===== src/verilog/pgh_consts.svh =====
// constants for the port g / port h alternate function override block
`ifndef PGH_CONSTS_SVH
`define PGH_CONSTS_SVH

// ----------------------------------------------------------------
// pin positions on port g
// ----------------------------------------------------------------
`define PGH_G_T0CMPB   5
`define PGH_G_OSC_IN   4
`define PGH_G_OSC_OUT  3
`define PGH_G_LATCH    2
`define PGH_G_READ     1
`define PGH_G_WRITE    0

// ----------------------------------------------------------------
// pin positions on port h
// ----------------------------------------------------------------
`define PGH_H_T4CLK    7
`define PGH_H_T2CMPB   6
`define PGH_H_T4CMPC   5
`define PGH_H_T4CMPB   4
`define PGH_H_T4CMPA   3
`define PGH_H_XCLK     2
`define PGH_H_TX       1
`define PGH_H_RX       0

// ----------------------------------------------------------------
// port j: pin change sources and serial port 3 pins
// ----------------------------------------------------------------
`define PGH_J_PC_TOP   6
`define PGH_J_XCLK     2
`define PGH_J_RX       0

// ----------------------------------------------------------------
// reset values and defaults
// ----------------------------------------------------------------
`define PGH_RST_LEVEL  1'b0
`define PGH_IE_DEFAULT 1'b1

`endif


===== src/verilog/pgh_pkg.sv =====
// types shared by the port g / port h alternate function override block
package pgh_pkg;
  typedef logic [5:0]  pgh_gvec_type;
  typedef logic [7:0]  pgh_hvec_type;
  typedef logic [13:0] pgh_pins_type;
  typedef logic [6:0]  pgh_pcsrc_type;
endpackage : pgh_pkg


===== src/verilog/pgh_alt_mux.sv =====
// port g / port h alternate function override mux with registered pin controls
`include "pgh_consts.svh"
`timescale 1ns/1ps
module pgh_alt_mux (
  input  wire logic              mclk,
  input  wire logic              sys_rst,
  // port registers
  input  wire pgh_pkg::pgh_gvec_type port_g_direction,
  input  wire pgh_pkg::pgh_gvec_type port_g_output,
  input  wire pgh_pkg::pgh_hvec_type port_h_direction,
  input  wire pgh_pkg::pgh_hvec_type port_h_output,
  input  wire logic              global_pullup_disable,
  // pin levels
  input  wire pgh_pkg::pgh_gvec_type port_g_pin_in,
  input  wire pgh_pkg::pgh_hvec_type port_h_pin_in,
  input  wire pgh_pkg::pgh_hvec_type port_j_pin_in,
  // timers
  input  wire logic              timer0_compare_b_enable,
  input  wire logic              timer0_compare_b_out,
  input  wire logic              timer2_async_clock_select,
  input  wire logic              external_clock_input_select,
  input  wire logic              timer2_compare_b_enable,
  input  wire logic              timer2_compare_b_out,
  input  wire logic              timer4_compare_a_enable,
  input  wire logic              timer4_compare_a_out,
  input  wire logic              timer4_compare_b_enable,
  input  wire logic              timer4_compare_b_out,
  input  wire logic              timer4_compare_c_enable,
  input  wire logic              timer4_compare_c_out,
  // external memory interface
  input  wire logic              ext_memory_interface_enable,
  input  wire logic              ext_mem_addr_latch_enable,
  input  wire logic              ext_mem_read_strobe,
  input  wire logic              ext_mem_write_strobe,
  // serial port 2
  input  wire logic              serial2_sync_mode,
  input  wire logic              serial2_clock_out,
  input  wire logic              serial2_transmitter_enable,
  input  wire logic              serial2_transmit_line,
  input  wire logic              serial2_receiver_enable,
  // resolved pin controls
  output pgh_pkg::pgh_gvec_type  port_g_pullup,
  output pgh_pkg::pgh_gvec_type  port_g_dir,
  output pgh_pkg::pgh_gvec_type  port_g_out,
  output pgh_pkg::pgh_gvec_type  port_g_input_en,
  output pgh_pkg::pgh_gvec_type  port_g_read,
  output pgh_pkg::pgh_hvec_type  port_h_pullup,
  output pgh_pkg::pgh_hvec_type  port_h_dir,
  output pgh_pkg::pgh_hvec_type  port_h_out,
  output pgh_pkg::pgh_hvec_type  port_h_input_en,
  output pgh_pkg::pgh_hvec_type  port_h_read,
  // peripheral side
  output logic                   timer_osc_input_attached,
  output logic                   timer_osc_output_attached,
  output logic                   timer_osc_input_pin,
  output logic                   timer4_clock_input,
  output logic                   serial2_external_clock,
  output logic                   serial2_receive_line,
  output pgh_pkg::pgh_pcsrc_type pin_change_source,
  output logic                   serial3_external_clock,
  output logic                   serial3_receive_line
);

  // ----------------------------------------------------------------
  // override vectors, port g in bits 5..0, port h in bits 13..6
  // ----------------------------------------------------------------
  pgh_pkg::pgh_pins_type pu_en_v;
  pgh_pkg::pgh_pins_type pu_val_v;
  pgh_pkg::pgh_pins_type dir_en_v;
  pgh_pkg::pgh_pins_type dir_val_v;
  pgh_pkg::pgh_pins_type val_en_v;
  pgh_pkg::pgh_pins_type val_val_v;
  pgh_pkg::pgh_pins_type ieoe_v;
  pgh_pkg::pgh_pins_type ieov_v;
  pgh_pkg::pgh_pins_type all_dir;
  pgh_pkg::pgh_pins_type all_out;
  pgh_pkg::pgh_pins_type res_pull;
  pgh_pkg::pgh_pins_type res_dir;
  pgh_pkg::pgh_pins_type res_out;
  pgh_pkg::pgh_pins_type res_ie;
  pgh_pkg::pgh_hvec_type h_pe;
  pgh_pkg::pgh_hvec_type h_pv;
  pgh_pkg::pgh_hvec_type h_de;
  pgh_pkg::pgh_hvec_type h_dv;
  pgh_pkg::pgh_hvec_type h_ue;
  pgh_pkg::pgh_hvec_type h_uv;
  pgh_pkg::pgh_gvec_type g_pe;
  pgh_pkg::pgh_gvec_type g_pv;
  pgh_pkg::pgh_gvec_type g_de;
  pgh_pkg::pgh_gvec_type g_dv;
  pgh_pkg::pgh_gvec_type g_ue;
  pgh_pkg::pgh_gvec_type g_ie;
  pgh_pkg::pgh_gvec_type g_iv;
  logic osc_ext;
  logic xclk_drive;

  assign all_dir = {port_h_direction, port_g_direction};
  assign all_out = {port_h_output, port_g_output};

  // override enables and values per pin; zero enable leaves port registers in charge, input enable at its default
  always_comb begin
    osc_ext    = timer2_async_clock_select & external_clock_input_select;
    // clock pin only driven in synchronous mode with direction bit set
    xclk_drive = serial2_sync_mode & port_h_direction[`PGH_H_XCLK];
    g_pe = '0;
    g_pv = '0;
    g_de = '0;
    g_dv = '0;
    g_ue = '0;
    g_ie = '0;
    g_iv = '0;
    h_pe = '0;
    h_pv = '0;
    h_de = '0;
    h_dv = '0;
    h_ue = '0;
    h_uv = '0;
    // value override only; pin reaches the wire only if direction is output
    g_pe[`PGH_G_T0CMPB] = timer0_compare_b_enable;
    g_pv[`PGH_G_T0CMPB] = timer0_compare_b_out;
    // oscillator input pin: no pull-up, input, input gate follows ext clock
    g_ue[`PGH_G_OSC_IN] = timer2_async_clock_select;
    g_de[`PGH_G_OSC_IN] = timer2_async_clock_select;
    g_ie[`PGH_G_OSC_IN] = timer2_async_clock_select;
    g_iv[`PGH_G_OSC_IN] = external_clock_input_select;
    // oscillator output pin overrides need both select bits
    g_ue[`PGH_G_OSC_OUT] = osc_ext;
    g_de[`PGH_G_OSC_OUT] = osc_ext;
    g_ie[`PGH_G_OSC_OUT] = osc_ext;
    // external memory strobes take all three low pins as outputs
    g_ue[2:0] = {3{ext_memory_interface_enable}};
    g_de[2:0] = {3{ext_memory_interface_enable}};
    g_dv[2:0] = 3'h7;
    g_pe[2:0] = {3{ext_memory_interface_enable}};
    g_pv[`PGH_G_LATCH] = ext_mem_addr_latch_enable;
    g_pv[`PGH_G_READ]  = ext_mem_read_strobe;
    g_pv[`PGH_G_WRITE] = ext_mem_write_strobe;
    // timer4 clock pin has no overrides at all
    // compare outputs replace the port value when enabled
    h_pe[`PGH_H_T2CMPB] = timer2_compare_b_enable;
    h_pv[`PGH_H_T2CMPB] = timer2_compare_b_out;
    h_pe[`PGH_H_T4CMPC] = timer4_compare_c_enable;
    h_pv[`PGH_H_T4CMPC] = timer4_compare_c_out;
    h_pe[`PGH_H_T4CMPB] = timer4_compare_b_enable;
    h_pv[`PGH_H_T4CMPB] = timer4_compare_b_out;
    h_pe[`PGH_H_T4CMPA] = timer4_compare_a_enable;
    h_pv[`PGH_H_T4CMPA] = timer4_compare_a_out;
    // serial clock driven out as output when enabled
    h_de[`PGH_H_XCLK] = xclk_drive;
    h_dv[`PGH_H_XCLK] = 1'b1;
    h_pe[`PGH_H_XCLK] = xclk_drive;
    h_pv[`PGH_H_XCLK] = serial2_clock_out;
    // transmitter owns the tx pin
    h_ue[`PGH_H_TX] = serial2_transmitter_enable;
    h_de[`PGH_H_TX] = serial2_transmitter_enable;
    h_dv[`PGH_H_TX] = 1'b1;
    h_pe[`PGH_H_TX] = serial2_transmitter_enable;
    h_pv[`PGH_H_TX] = serial2_transmit_line;
    // receiver forces input; pull-up stays under software control
    h_de[`PGH_H_RX] = serial2_receiver_enable;
    h_dv[`PGH_H_RX] = 1'b0;
    h_ue[`PGH_H_RX] = serial2_receiver_enable;
    h_uv[`PGH_H_RX] = port_h_output[`PGH_H_RX] & ~global_pullup_disable;
    pu_en_v   = {h_ue, g_ue};
    pu_val_v  = {h_uv, 6'h00};
    dir_en_v  = {h_de, g_de};
    dir_val_v = {h_dv, g_dv};
    val_en_v  = {h_pe, g_pe};
    val_val_v = {h_pv, g_pv};
    ieoe_v = {8'h00, g_ie};
    ieov_v = {8'h00, g_iv};
  end

  // ----------------------------------------------------------------
  // per pin resolution
  // ----------------------------------------------------------------
  for (genvar i = 0; i < 14; i++) begin : g_pin
    // low enables fall through to port registers; input enable falls to PGH_IE_DEFAULT
    pgh_pin_override u_pin (
      .port_direction               (all_dir[i]),
      .port_output                  (all_out[i]),
      .global_pullup_disable        (global_pullup_disable),
      .pullup_override_enable       (pu_en_v[i]),
      .pullup_override_value        (pu_val_v[i]),
      .direction_override_enable    (dir_en_v[i]),
      .direction_override_value     (dir_val_v[i]),
      .pin_value_override_enable    (val_en_v[i]),
      .pin_value_override_value     (val_val_v[i]),
      .input_enable_override_enable (ieoe_v[i]),
      .input_enable_override_value  (ieov_v[i]),
      .pin_pullup                   (res_pull[i]),
      .pin_direction                (res_dir[i]),
      .pin_output                   (res_out[i]),
      .pin_input_enable             (res_ie[i])
    );
  end

  // ----------------------------------------------------------------
  // next values and output registers
  // ----------------------------------------------------------------
  pgh_pkg::pgh_pins_type next_pull;
  pgh_pkg::pgh_pins_type next_dir;
  pgh_pkg::pgh_pins_type next_out;
  pgh_pkg::pgh_pins_type next_ie;
  pgh_pkg::pgh_pins_type next_read;
  pgh_pkg::pgh_pcsrc_type next_pcsrc;
  logic next_osc_in_att;
  logic next_osc_out_att;
  logic next_osc_pin;
  logic next_t4clk;
  logic next_s2clk;
  logic next_s2rx;
  logic next_s3clk;
  logic next_s3rx;

  // one register stage keeps every output glitch free at the cost of a cycle
  always_comb begin
    next_pull  = res_pull;
    next_dir   = res_dir;
    next_out   = res_out;
    next_ie    = res_ie;
    // a disabled input buffer reads as zero
    next_read  = {port_h_pin_in, port_g_pin_in} & res_ie;
    next_osc_in_att  = timer2_async_clock_select;
    next_osc_out_att = timer2_async_clock_select;
    // external clock arrives on the oscillator input pin
    next_osc_pin = osc_ext & port_g_pin_in[`PGH_G_OSC_IN];
    next_t4clk   = port_h_pin_in[`PGH_H_T4CLK];
    // clock taken in only in synchronous mode with direction cleared
    next_s2clk   = serial2_sync_mode & ~port_h_direction[`PGH_H_XCLK]
                 & port_h_pin_in[`PGH_H_XCLK];
    next_s2rx    = port_h_pin_in[`PGH_H_RX];
    next_pcsrc   = port_j_pin_in[`PGH_J_PC_TOP:0];
    next_s3clk   = port_j_pin_in[`PGH_J_XCLK];
    next_s3rx    = port_j_pin_in[`PGH_J_RX];
  end

  // plain registering with synchronous reset
  always_ff @(posedge mclk) begin
    if (sys_rst) begin
      {port_h_pullup, port_g_pullup}     <= '0;
      {port_h_dir, port_g_dir}           <= '0;
      {port_h_out, port_g_out}           <= '0;
      {port_h_input_en, port_g_input_en} <= '0;
      {port_h_read, port_g_read}         <= '0;
      timer_osc_input_attached           <= `PGH_RST_LEVEL;
      timer_osc_output_attached          <= `PGH_RST_LEVEL;
      timer_osc_input_pin                <= `PGH_RST_LEVEL;
      timer4_clock_input                 <= `PGH_RST_LEVEL;
      serial2_external_clock             <= `PGH_RST_LEVEL;
      serial2_receive_line               <= `PGH_RST_LEVEL;
      pin_change_source                  <= '0;
      serial3_external_clock             <= `PGH_RST_LEVEL;
      serial3_receive_line               <= `PGH_RST_LEVEL;
    end else begin
      {port_h_pullup, port_g_pullup}     <= next_pull;
      {port_h_dir, port_g_dir}           <= next_dir;
      {port_h_out, port_g_out}           <= next_out;
      {port_h_input_en, port_g_input_en} <= next_ie;
      {port_h_read, port_g_read}         <= next_read;
      timer_osc_input_attached           <= next_osc_in_att;
      timer_osc_output_attached          <= next_osc_out_att;
      timer_osc_input_pin                <= next_osc_pin;
      timer4_clock_input                 <= next_t4clk;
      serial2_external_clock             <= next_s2clk;
      serial2_receive_line               <= next_s2rx;
      pin_change_source                  <= next_pcsrc;
      serial3_external_clock             <= next_s3clk;
      serial3_receive_line               <= next_s3rx;
    end
  end
endmodule : pgh_alt_mux


===== src/verilog/pgh_pin_override.sv =====
// one pin's override resolver: alternate function wins over the port registers
`include "pgh_consts.svh"
`timescale 1ns/1ps
module pgh_pin_override (
  input  wire logic port_direction,
  input  wire logic port_output,
  input  wire logic global_pullup_disable,
  input  wire logic pullup_override_enable,
  input  wire logic pullup_override_value,
  input  wire logic direction_override_enable,
  input  wire logic direction_override_value,
  input  wire logic pin_value_override_enable,
  input  wire logic pin_value_override_value,
  input  wire logic input_enable_override_enable,
  input  wire logic input_enable_override_value,
  output logic      pin_pullup,
  output logic      pin_direction,
  output logic      pin_output,
  output logic      pin_input_enable
);
  // ----------------------------------------------------------------
  // resolution
  // ----------------------------------------------------------------
  // plain port pull-up: input pin, output bit one, pull-ups allowed
  assign pin_pullup       = pullup_override_enable ? pullup_override_value
                          : (~port_direction & port_output & ~global_pullup_disable);
  assign pin_direction    = direction_override_enable ? direction_override_value : port_direction;
  assign pin_output       = pin_value_override_enable ? pin_value_override_value : port_output;
  assign pin_input_enable = input_enable_override_enable ? input_enable_override_value : `PGH_IE_DEFAULT;
endmodule : pgh_pin_override


===== config.mk =====
export PLATFORM = sky130hd
export DESIGN_NAME = pgh_alt_mux
export DESIGN_NICKNAME = d
export VERILOG_FILES = /design/src/verilog/pgh_pkg.sv /design/src/verilog/pgh_alt_mux.sv /design/src/verilog/pgh_pin_override.sv
export VERILOG_INCLUDE_DIRS = /design/src /design/src/verilog
export SDC_FILE = /design/constraint.sdc
export NUM_CORES = 1
export LEC_CHECK = 0
export ABC_AREA = 0
export BUFFER_PORTS_ARGS = -buffer_cell sky130_fd_sc_hd__buf_4
export CORE_MARGIN = 8
export CORE_UTILIZATION = 43
export CTS_CLUSTER_SIZE = 10
export DETAILED_ROUTE_END_ITERATION = 7
export PLACE_DENSITY_LB_ADDON = 0.1
export SLEW_MARGIN = 30
export SYNTH_ARGS = -nofsm -noshare
export SYNTH_HDL_FRONTEND = slang
export SYNTH_SLANG_ARGS = --single-unit

===== constraint.sdc =====
create_clock -name mclk -period 1.5 [get_ports mclk]
set_input_delay 0.15 -clock mclk [delete_from_list [all_inputs] [get_ports mclk]]
set_output_delay 0.15 -clock mclk [all_outputs]
set_load 0.005 [all_outputs]

==> impl_metrics.yaml, run 1 <==
worst_setup_path:
  crit_path_top_delay_cell: "dfxtp_1"
  crit_path_end_kind: "output pin"
  critPathBufInv: 1
  cp_data_required_time_ps: 1350
  critical_path_arrival_ps: 1020
  path_delay_family: "flip-flops"
  max_stage_delay_ps: 510
  crit_type: "reg -> out"
  cp-start-kind: "flop"
  crit_chain: "buf_4"
  crit_fanout: 12
clock_network:
  numCtsBuffers: 9
  ctsResizeCount: 0
  cts_tree: "done"
  htree_levels: 3
  cts-root-buf: "clkbuf_8"
  cts.sinks: 69
  clk_pin_slew_ps: 70
  cts_max_path_buffers: 2
timing:
  min_period_ps: 1173
  slew_viol_final: 0
  slew_headroom_pct: 58.86
  clock.fmax_mhz: 852.5
  setup_viol_count_final: 0
  period_share_pct: 78.20
  rsz0062_at_grt: "no"
  hold_violations: 0
  worst-slew-pin-transition_ps: 617.1
  hold_slack_ps: 25.10
  timing.setup.tns_ps: 0
logic_synthesis:
  synth_compound_gate_area_share_pct: 0.9227
  avgSynthCellArea_sq_um: 11.79
  synth_nets: 258
  synthXorXnorAreaFrac_pct: 0
  synth_simple_gate_area_share_pct: 23.18
  ys_warn_count: 0
  synth.distinct_cells: 22
  ys_ff_latch: 69
  syn_inst: 184
  syn-cell-area_sq_um: 2170
  synth_top_family_by_area: "simple AND/OR/NAND/NOR gates"
  synth_mux_area_share_pct: 4.152
  synth_adder_area_share_pct: 0
  synth_seq_area_share_pct: 63.67
floorplan:
  core_sq_um: 4977
  initial_utilization_pct: 43.59
  die_area_sq_um: 7574
  std_cell_rows: 26
  die_h_microns: 87.03
  die_w_microns: 87.03
  io_pins: 159
finish:
  final_cell_mix: "159 x buf_4, 69 x dfxtp_1, 31 x nor2b_1, 23 x nor2_1, 10 x clkbuf_8"
  final_common_cell: "buf_4"
  seq_area_sq_um: 1381
  drive_gt1_share_pct: 53.49
  fin_nets: 413
  diodes: 0
  area_growth_pct: 64.30
  fillers: 405
  multi_input_area_sq_um: 613.1
grt:
  antenna_found_initial: 0
  grt_pass1_vias: 1829
  grt_pass1_wl_mm: 8.618
  grt_max_degree: 30
  grt_use_total_pct: 15.13
  overflow: 0
detailed_routing:
  ant_nets: 0
  drt_iter0_drc: 29
  wire_per_inst_microns: 14.10
  dr.pass1.iters: 4
  avgViaCountPerCell: 4.210
  drcViolationCount: 0
  routed_wl_mm: 5.836
  vias: 1743
min_path:
  hp-class: "in -> reg"
power:
  power_density_nw_per_um2: 1088
  vdd_ir_drop_max_mv: 0.6805
  power_leakage_nw: 1.776
place:
  dp_hpwl_mm: 4.680
  io_buffers: 157
  gp_congestion: 0.7642
job:
  maxCapViolations: 0
status:
  status: "finished, final reports clean"
-- cells by family (layout without fill, tap and decap cells) --
| group | count (synthesis) | count (layout) |
|---|---|---|
| muxes | 9 | 9 |
| AOI/OAI and AO/OA | 3 | 3 |
| DFF | 69 | 69 |
| buffers and inverters | 26 | 186 |
| and+or+nand+nor | 77 | 77 |
-- stage by stage --
stage	area, sq um	total power [mW]	utilization [%]	std cells	worst slack (ps)
CTS	3565	3.934	71.62	414	294.7
finish	3565	3.877	71.62	414	327.0
floorplan	2170	2.154	-	184	601.7
global route	3565	4.078	71.62	414	212.8
global placement	3283	2.469	65.96	389	355.2
detailed placement	3283	2.477	65.96	389	340.3
-- Yosys cell counts --
cell type | n | area, sq um
dfxtp_1 | 69 | 1381
nor2b_1 | 31 | 193.9
nor2_1 | 23 | 86.33
buf_4 | 16 | 120.1
mux2i_1 | 9 | 90.09
nor3b_2 | 7 | 87.58
and3_1 | 5 | 31.28
clkbuf_1 | 4 | 15.01
a21oi_1 | 2 | 10.01
and2_1 | 2 | 12.51
buf_6 | 2 | 22.52
inv_1 | 2 | 7.510
nand2b_1 | 2 | 12.51
nor4b_4 | 2 | 47.55
a21bo_2 | 1 | 10.01
and3b_1 | 1 | 8.760
buf_2 | 1 | 5.000
clkbuf_2 | 1 | 5.000
nand2_1 | 1 | 3.750
nand3_1 | 1 | 5.000
nor3b_1 | 1 | 7.510
or2_1 | 1 | 6.260
-- timing repair --
| action | in CTS | in global routing |
|---|---|---|
| hold buffers | 9 | 0 |
| hold endpoints to repair | 9 | 0 |
| buffers inserted | 0 | 0 |
-- flip-flops by register name, indices dropped and copies added, names as in the netlist --
signal and cells:
port_h_read 8, port_g_pullup 6, port_h_out 8, port_g_input_en 3, serial2_external_clock 1, timer_osc_output_attached 1
port_g_dir 6, port_g_read 6, timer_osc_input_pin 1, port_g_out 6, pin_change_source 7, port_h_dir 8
port_h_pullup 8
-- final timing paths --
path               start            endpoint  slack [ps]  depth (start not counted)
min     port_g_pin_in[3]      port_g_read[3]          30                          2
max   port_g_input_en[2]  port_h_input_en[3]         330                          1
-- layer usage --
metal,GRT usage [%],share of wire (%),vias to the layer above
li1,-,-,873
met2,24.98,49,97
met5,0,0,-
met1,13.50,33,762
met3,10.19,16,11
met4,8.764,2.2,0
-- area by class of cell --
cell class	instances	area share, %
clock buffer	11	3.966
clock inverter	5	1.404
timing repair buffer	168	36.01
tap	70	2.457
inverter	2	0.2106
multi-input combinational	89	17.20
sequential	69	38.75
-- where the power goes --
group / switching, mW / leakage [nW] / internal (mW) / total [mW]
combinational: 0.171 / 1.10 / 0.324 / 0.495
sequential: 0.0276 / 0.572 / 1.92 / 1.95
clock: 0.630 / 0.103 / 0.802 / 1.43
total: 0.828 / 1.78 / 3.05 / 3.88
(Power assumes the default switching activity.)
==> run 2, diff against run 1 <==
--- a/config.mk
+++ b/config.mk
@@ -9,7 +9,7 @@
 export ABC_AREA = 0
 export BUFFER_PORTS_ARGS = -buffer_cell sky130_fd_sc_hd__buf_4
 export CORE_MARGIN = 8
-export CORE_UTILIZATION = 43
+export CORE_UTILIZATION = 36
 export CTS_CLUSTER_SIZE = 10
 export DETAILED_ROUTE_END_ITERATION = 7
 export PLACE_DENSITY_LB_ADDON = 0.1
==> constraint.sdc (replaced) <==
create_clock -name mclk -period 1 [get_ports mclk]
set_input_delay 0.1 -clock mclk [delete_from_list [all_inputs] [get_ports mclk]]
set_output_delay 0.1 -clock mclk [all_outputs]
set_load 0.005 [all_outputs]
==> run 2 against run 1 <==
- clock power rose by 48%
- wire length rose by 18%
- cell area rose by 11%
- die area rose by 16%
- sequential share of layout area fell by 3.7 points
- combinational power rose by 77%
- via count rose by 9.6%
- worst setup slack got worse by 280 ps
- total power rose by 53%
- first-iteration DRC count fell by 45%
- hold slack got worse by 9.6 ps
- flip-flop and latch count did not move
- critical endpoint unchanged
==> impl_metrics.yaml, run 2 (same netlist as run 1, synthesis figures left out) <==
clock_network:
  cts_setup_buffers: 0
  numCtsBuffers: 9
  cts_max_path_buffers: 2
  cts_tree: "done"
  clk_pin_slew_ps: 70
  cts-root-buf: "clkbuf_8"
  htree_levels: 3
  cts.sinks: 69
timing:
  slew_viol_final: 0
  min_period_ps: 952.2
  hold_violations: 0
  clock.fmax_mhz: 1050
  worst-slew-pin-transition_ps: 297.4
  setup_viol_count_final: 0
  period_share_pct: 95.22
  rsz0062_at_grt: "yes"
  slew_headroom_pct: 80.10
  hold_slack_ps: 15.49
finish:
  final_cell_area_sq_um: 3954
  multi_input_area_sq_um: 613.1
  drive_gt1_share_pct: 48.83
  seq_area_sq_um: 1385
  fillers: 468
  area_growth_pct: 82.24
  diodes: 0
  final_cell_mix: "163 x buf_4, 68 x dfxtp_1, 44 x dlygate4sd3_1, 31 x nor2b_1, 23 x nor2_1"
  final_common_cell: "buf_4"
  fin_nets: 452
grt:
  grt_pass1_vias: 2098
  grt_max_degree: 22
  grt_use_total_pct: 15.52
  grt_pass1_wl_mm: 10.46
  antenna_found_initial: 0
  overflow: 0
job:
  maxCapViolations: 0
worst_setup_path:
  critical_path_arrival_ps: 850
  crit_type: "reg -> out"
  crit_chain: "buf_4"
  critPathBufInv: 1
  cp-start-kind: "flop"
  cp_data_required_time_ps: 900
  max_stage_delay_ps: 400
  crit_path_end_kind: "output pin"
  crit_fanout: 12
  crit_path_top_delay_cell: "dfxtp_4"
  path_delay_family: "flip-flops"
place:
  io_buffers: 157
  dp_hpwl_mm: 4.908
  gp_congestion: 0.7767
  place_area_sq_um: 3319
detailed_routing:
  routed_wl_mm: 6.889
  ant_nets: 0
  drcViolationCount: 0
  avgViaCountPerCell: 4.172
  vias: 1911
  drt_iter0_drc: 16
  wire_per_inst_microns: 15.04
  dr.pass1.iters: 4
power:
  vdd_ir_drop_max_mv: 0.9187
  power_density_nw_per_um2: 1499
  power_leakage_nw: 1.935
floorplan:
  die_area_sq_um: 8767
  die_w_microns: 93.63
  initial_utilization_pct: 36.86
  die_h_microns: 93.63
  std_cell_rows: 28
  io_pins: 159
  core_sq_um: 5886
min_path:
  hp-class: "in -> reg"
status:
  status: "finished, final reports clean"
-- run 2: final timing paths --
kind / slack (ps) / cells past startpoint / to / startpoint
worst max-delay path: 50 / 1 / port_h_input_en[3] / port_g_input_en[2]
worst min-delay path: 20 / 3 / port_g_out[1] / ext_mem_read_strobe
-- run 2: area by class of cell --
class | instances | share of cell area, %
clock buffers | 16 | 4.810
inverters | 2 | 0.1899
multi-input cells | 89 | 15.51
flip-flops and latches | 69 | 35.03
well taps | 75 | 2.373
repair buffers | 207 | 42.09
-- run 2: per-layer routing --
layer	routed length (microns)	share of wire [%]	vias up	GRT usage, %
met5	0	0	-	0
met4	84	1.2	0	6.473
met3	816	12	10	8.413
met2	3614	52	97	28.20
met1	2374	34	851	13.96
li1	-	-	953	-
-- run 2: report_power, final --
group	leakage [nW]	internal, mW	switching [mW]
sequential	0.572	2.88	0.0442
combinational	1.27	0.586	0.291
clock	0.0970	1.18	0.943
-- run 2: timing repair --
action,CTS,global route
endpoints found under the hold margin,48,0
setup endpoints to repair,12,12
resized for setup,2,0
hold buffers,44,0
-- run 2: metrics by stage --
step | TNS, ps | util [%] | power (mW) | worst slack, ps | std cells
final | 0 | 67.18 | 5.926 | 47.78 | 458
after global routing | -144.1 | 67.18 | 6.179 | -17.12 | 458
after CTS | 0 | 67.18 | 5.998 | 21.41 | 458
after detailed placement | 0 | 56.40 | 3.732 | 66.66 | 398
after global placement | 0 | 56.40 | 3.718 | 87.75 | 398
after floorplan | 0 | - | 3.231 | 151.7 | 184
==> run 3, diff against run 2 <==
==> constraint.sdc (replaced) <==
create_clock -name mclk -period 1 [get_ports mclk]
set_input_delay 0.1 -clock mclk [delete_from_list [all_inputs] [get_ports mclk]]
set_output_delay 0.1 -clock mclk [all_outputs]
set_load 0.02 [all_outputs]
==> run 3 against run 2 <==
- final cell count shrank 1.3%
- flip-flop and latch count is the same
- cell area shrank 1.6%
- hold slack gained 1.5 ps
- via count shrank 0.63%
- wire length shrank 4.7%
- combinational power grew 21%
- die area is the same
==> impl_metrics.yaml, run 3 (same netlist as run 1, synthesis figures left out) <==
status:
  status: "finished, final reports clean"
worst_setup_path:
  critPathLaunch: "port_g_input_en[2]"
  crit_path_end_kind: "output pin"
  crit_path_top_delay_cell: "dfxtp_4"
  crit_fanout: 12
  cp_data_required_time_ps: 900
  critical_path_arrival_ps: 880
  crit_type: "reg -> out"
  cp-start-kind: "flop"
  critPathBufInv: 1
  crit_chain: "buf_4"
  path_delay_family: "flip-flops"
  max_stage_delay_ps: 410
place:
  dp_hpwl_mm: 4.873
  placedCellCount: 398
  io_buffers: 157
  place_area_sq_um: 3319
  gp_congestion: 0.7761
finish:
  fin_nets: 448
  area_growth_pct: 79.24
  final_cell_area_sq_um: 3889
  final_cell_mix: "163 x buf_4, 68 x dfxtp_1, 40 x dlygate4sd3_1, 31 x nor2b_1, 23 x nor2_1"
  fillers: 497
  instances_no_fill: 452
  final_util_pct: 66.07
  diodes: 0
  final_common_cell: "buf_4"
  drive_gt1_share_pct: 49.60
floorplan:
  die_w_microns: 93.63
  io_pins: 159
  die_h_microns: 93.63
  std_cell_rows: 28
  initial_utilization_pct: 36.86
  die_area_sq_um: 8767
  core_sq_um: 5886
detailed_routing:
  vias: 1899
  routed_wl_mm: 6.567
  ant_nets: 0
  drt_iter0_drc: 30
  avgViaCountPerCell: 4.201
  wire_per_inst_microns: 14.53
  dr.pass1.iters: 4
  drcViolationCount: 0
timing:
  period_share_pct: 98.06
  hold_violations: 0
  setup_viol_count_final: 0
  hold_slack_ps: 17.04
  worst-slew-pin-transition_ps: 347.0
  min_period_ps: 980.6
  clock.fmax_mhz: 1020
  slew_viol_final: 0
  rsz0062_at_grt: "yes"
  slew_headroom_pct: 76.78
min_path:
  hp-class: "in -> reg"
  worstHoldStart: "port_g_output[1]"
grt:
  grt_pass1_wl_mm: 10.18
  grt_pass1_vias: 2030
  grt_max_degree: 21
  antenna_found_initial: 0
  grt_use_total_pct: 15.19
  overflow: 0
job:
  maxCapViolations: 0
clock_network:
  cts.sinks: 69
  cts_tree: "done"
  cts_max_path_buffers: 2
  cts_setup_buffers: 0
  cts-root-buf: "clkbuf_8"
  htree_levels: 3
  numCtsBuffers: 9
  clk_pin_slew_ps: 70
power:
  power_leakage_nw: 1.909
  p_total_mw: 5.892
  vdd_ir_drop_max_mv: 0.8624
  power_density_nw_per_um2: 1515
==> run 3: changes by cell type in the layout (fill, tap and decap cells not counted), sizes merged <==
cell,before,now
clkbuf,16,12
clkinv,0,2
dlygate4sd3,44,40
==> run 3: final timing paths <==
check / to / slack [ps] / depth (start not counted)
worst min-delay path: port_g_pullup[1] / 20 / 2
worst max-delay path: port_g_input_en[1] / 20 / 1
==> run 3: stage by stage <==
stage,TNS [ps],setup WS (ps)
finish,0,19.35
global route,-377.1,-36.38
CTS,0,1.845
detailed placement,0,52.72
global placement,0,78.77
floorplan,0,100.8
==> run 3: final cells by class <==
cell class	count	area (sq um)	area share [%]
clock buffers	12	155.1	3.990
clock inverters	2	10.01	0.2574
inverters	2	7.507	0.1931
multi-input cells	89	613.1	15.77
flip-flops and latches	69	1385	35.62
well taps	75	93.84	2.413
repair buffers	203	1624	41.76
==> run 3: where the power goes <==
group | total [mW] | internal [mW] | switching [mW]
clock | 1.90 | 1.00 | 0.901
sequential | 2.93 | 2.88 | 0.0419
combinational | 1.06 | 0.586 | 0.478
==> run 3: timing repair <==
action / CTS / global route
pin swaps: 0 / 0
endpoints found under the hold margin: 45 / 0
hold buffers: 40 / 0
endpoints found under the setup margin: 12 / 12
gates resized for setup: 2 / 0
==> run 3: layer usage <==
metal	routed length (microns)	up-vias	global-route usage, %	share of wire (%)
li1	-	943	-	-
met1	2146	846	13.58	33
met2	3353	98	26.56	51
met3	912	12	8.734	14
met4	155	0	8.058	2.4
met5	0	-	0	0
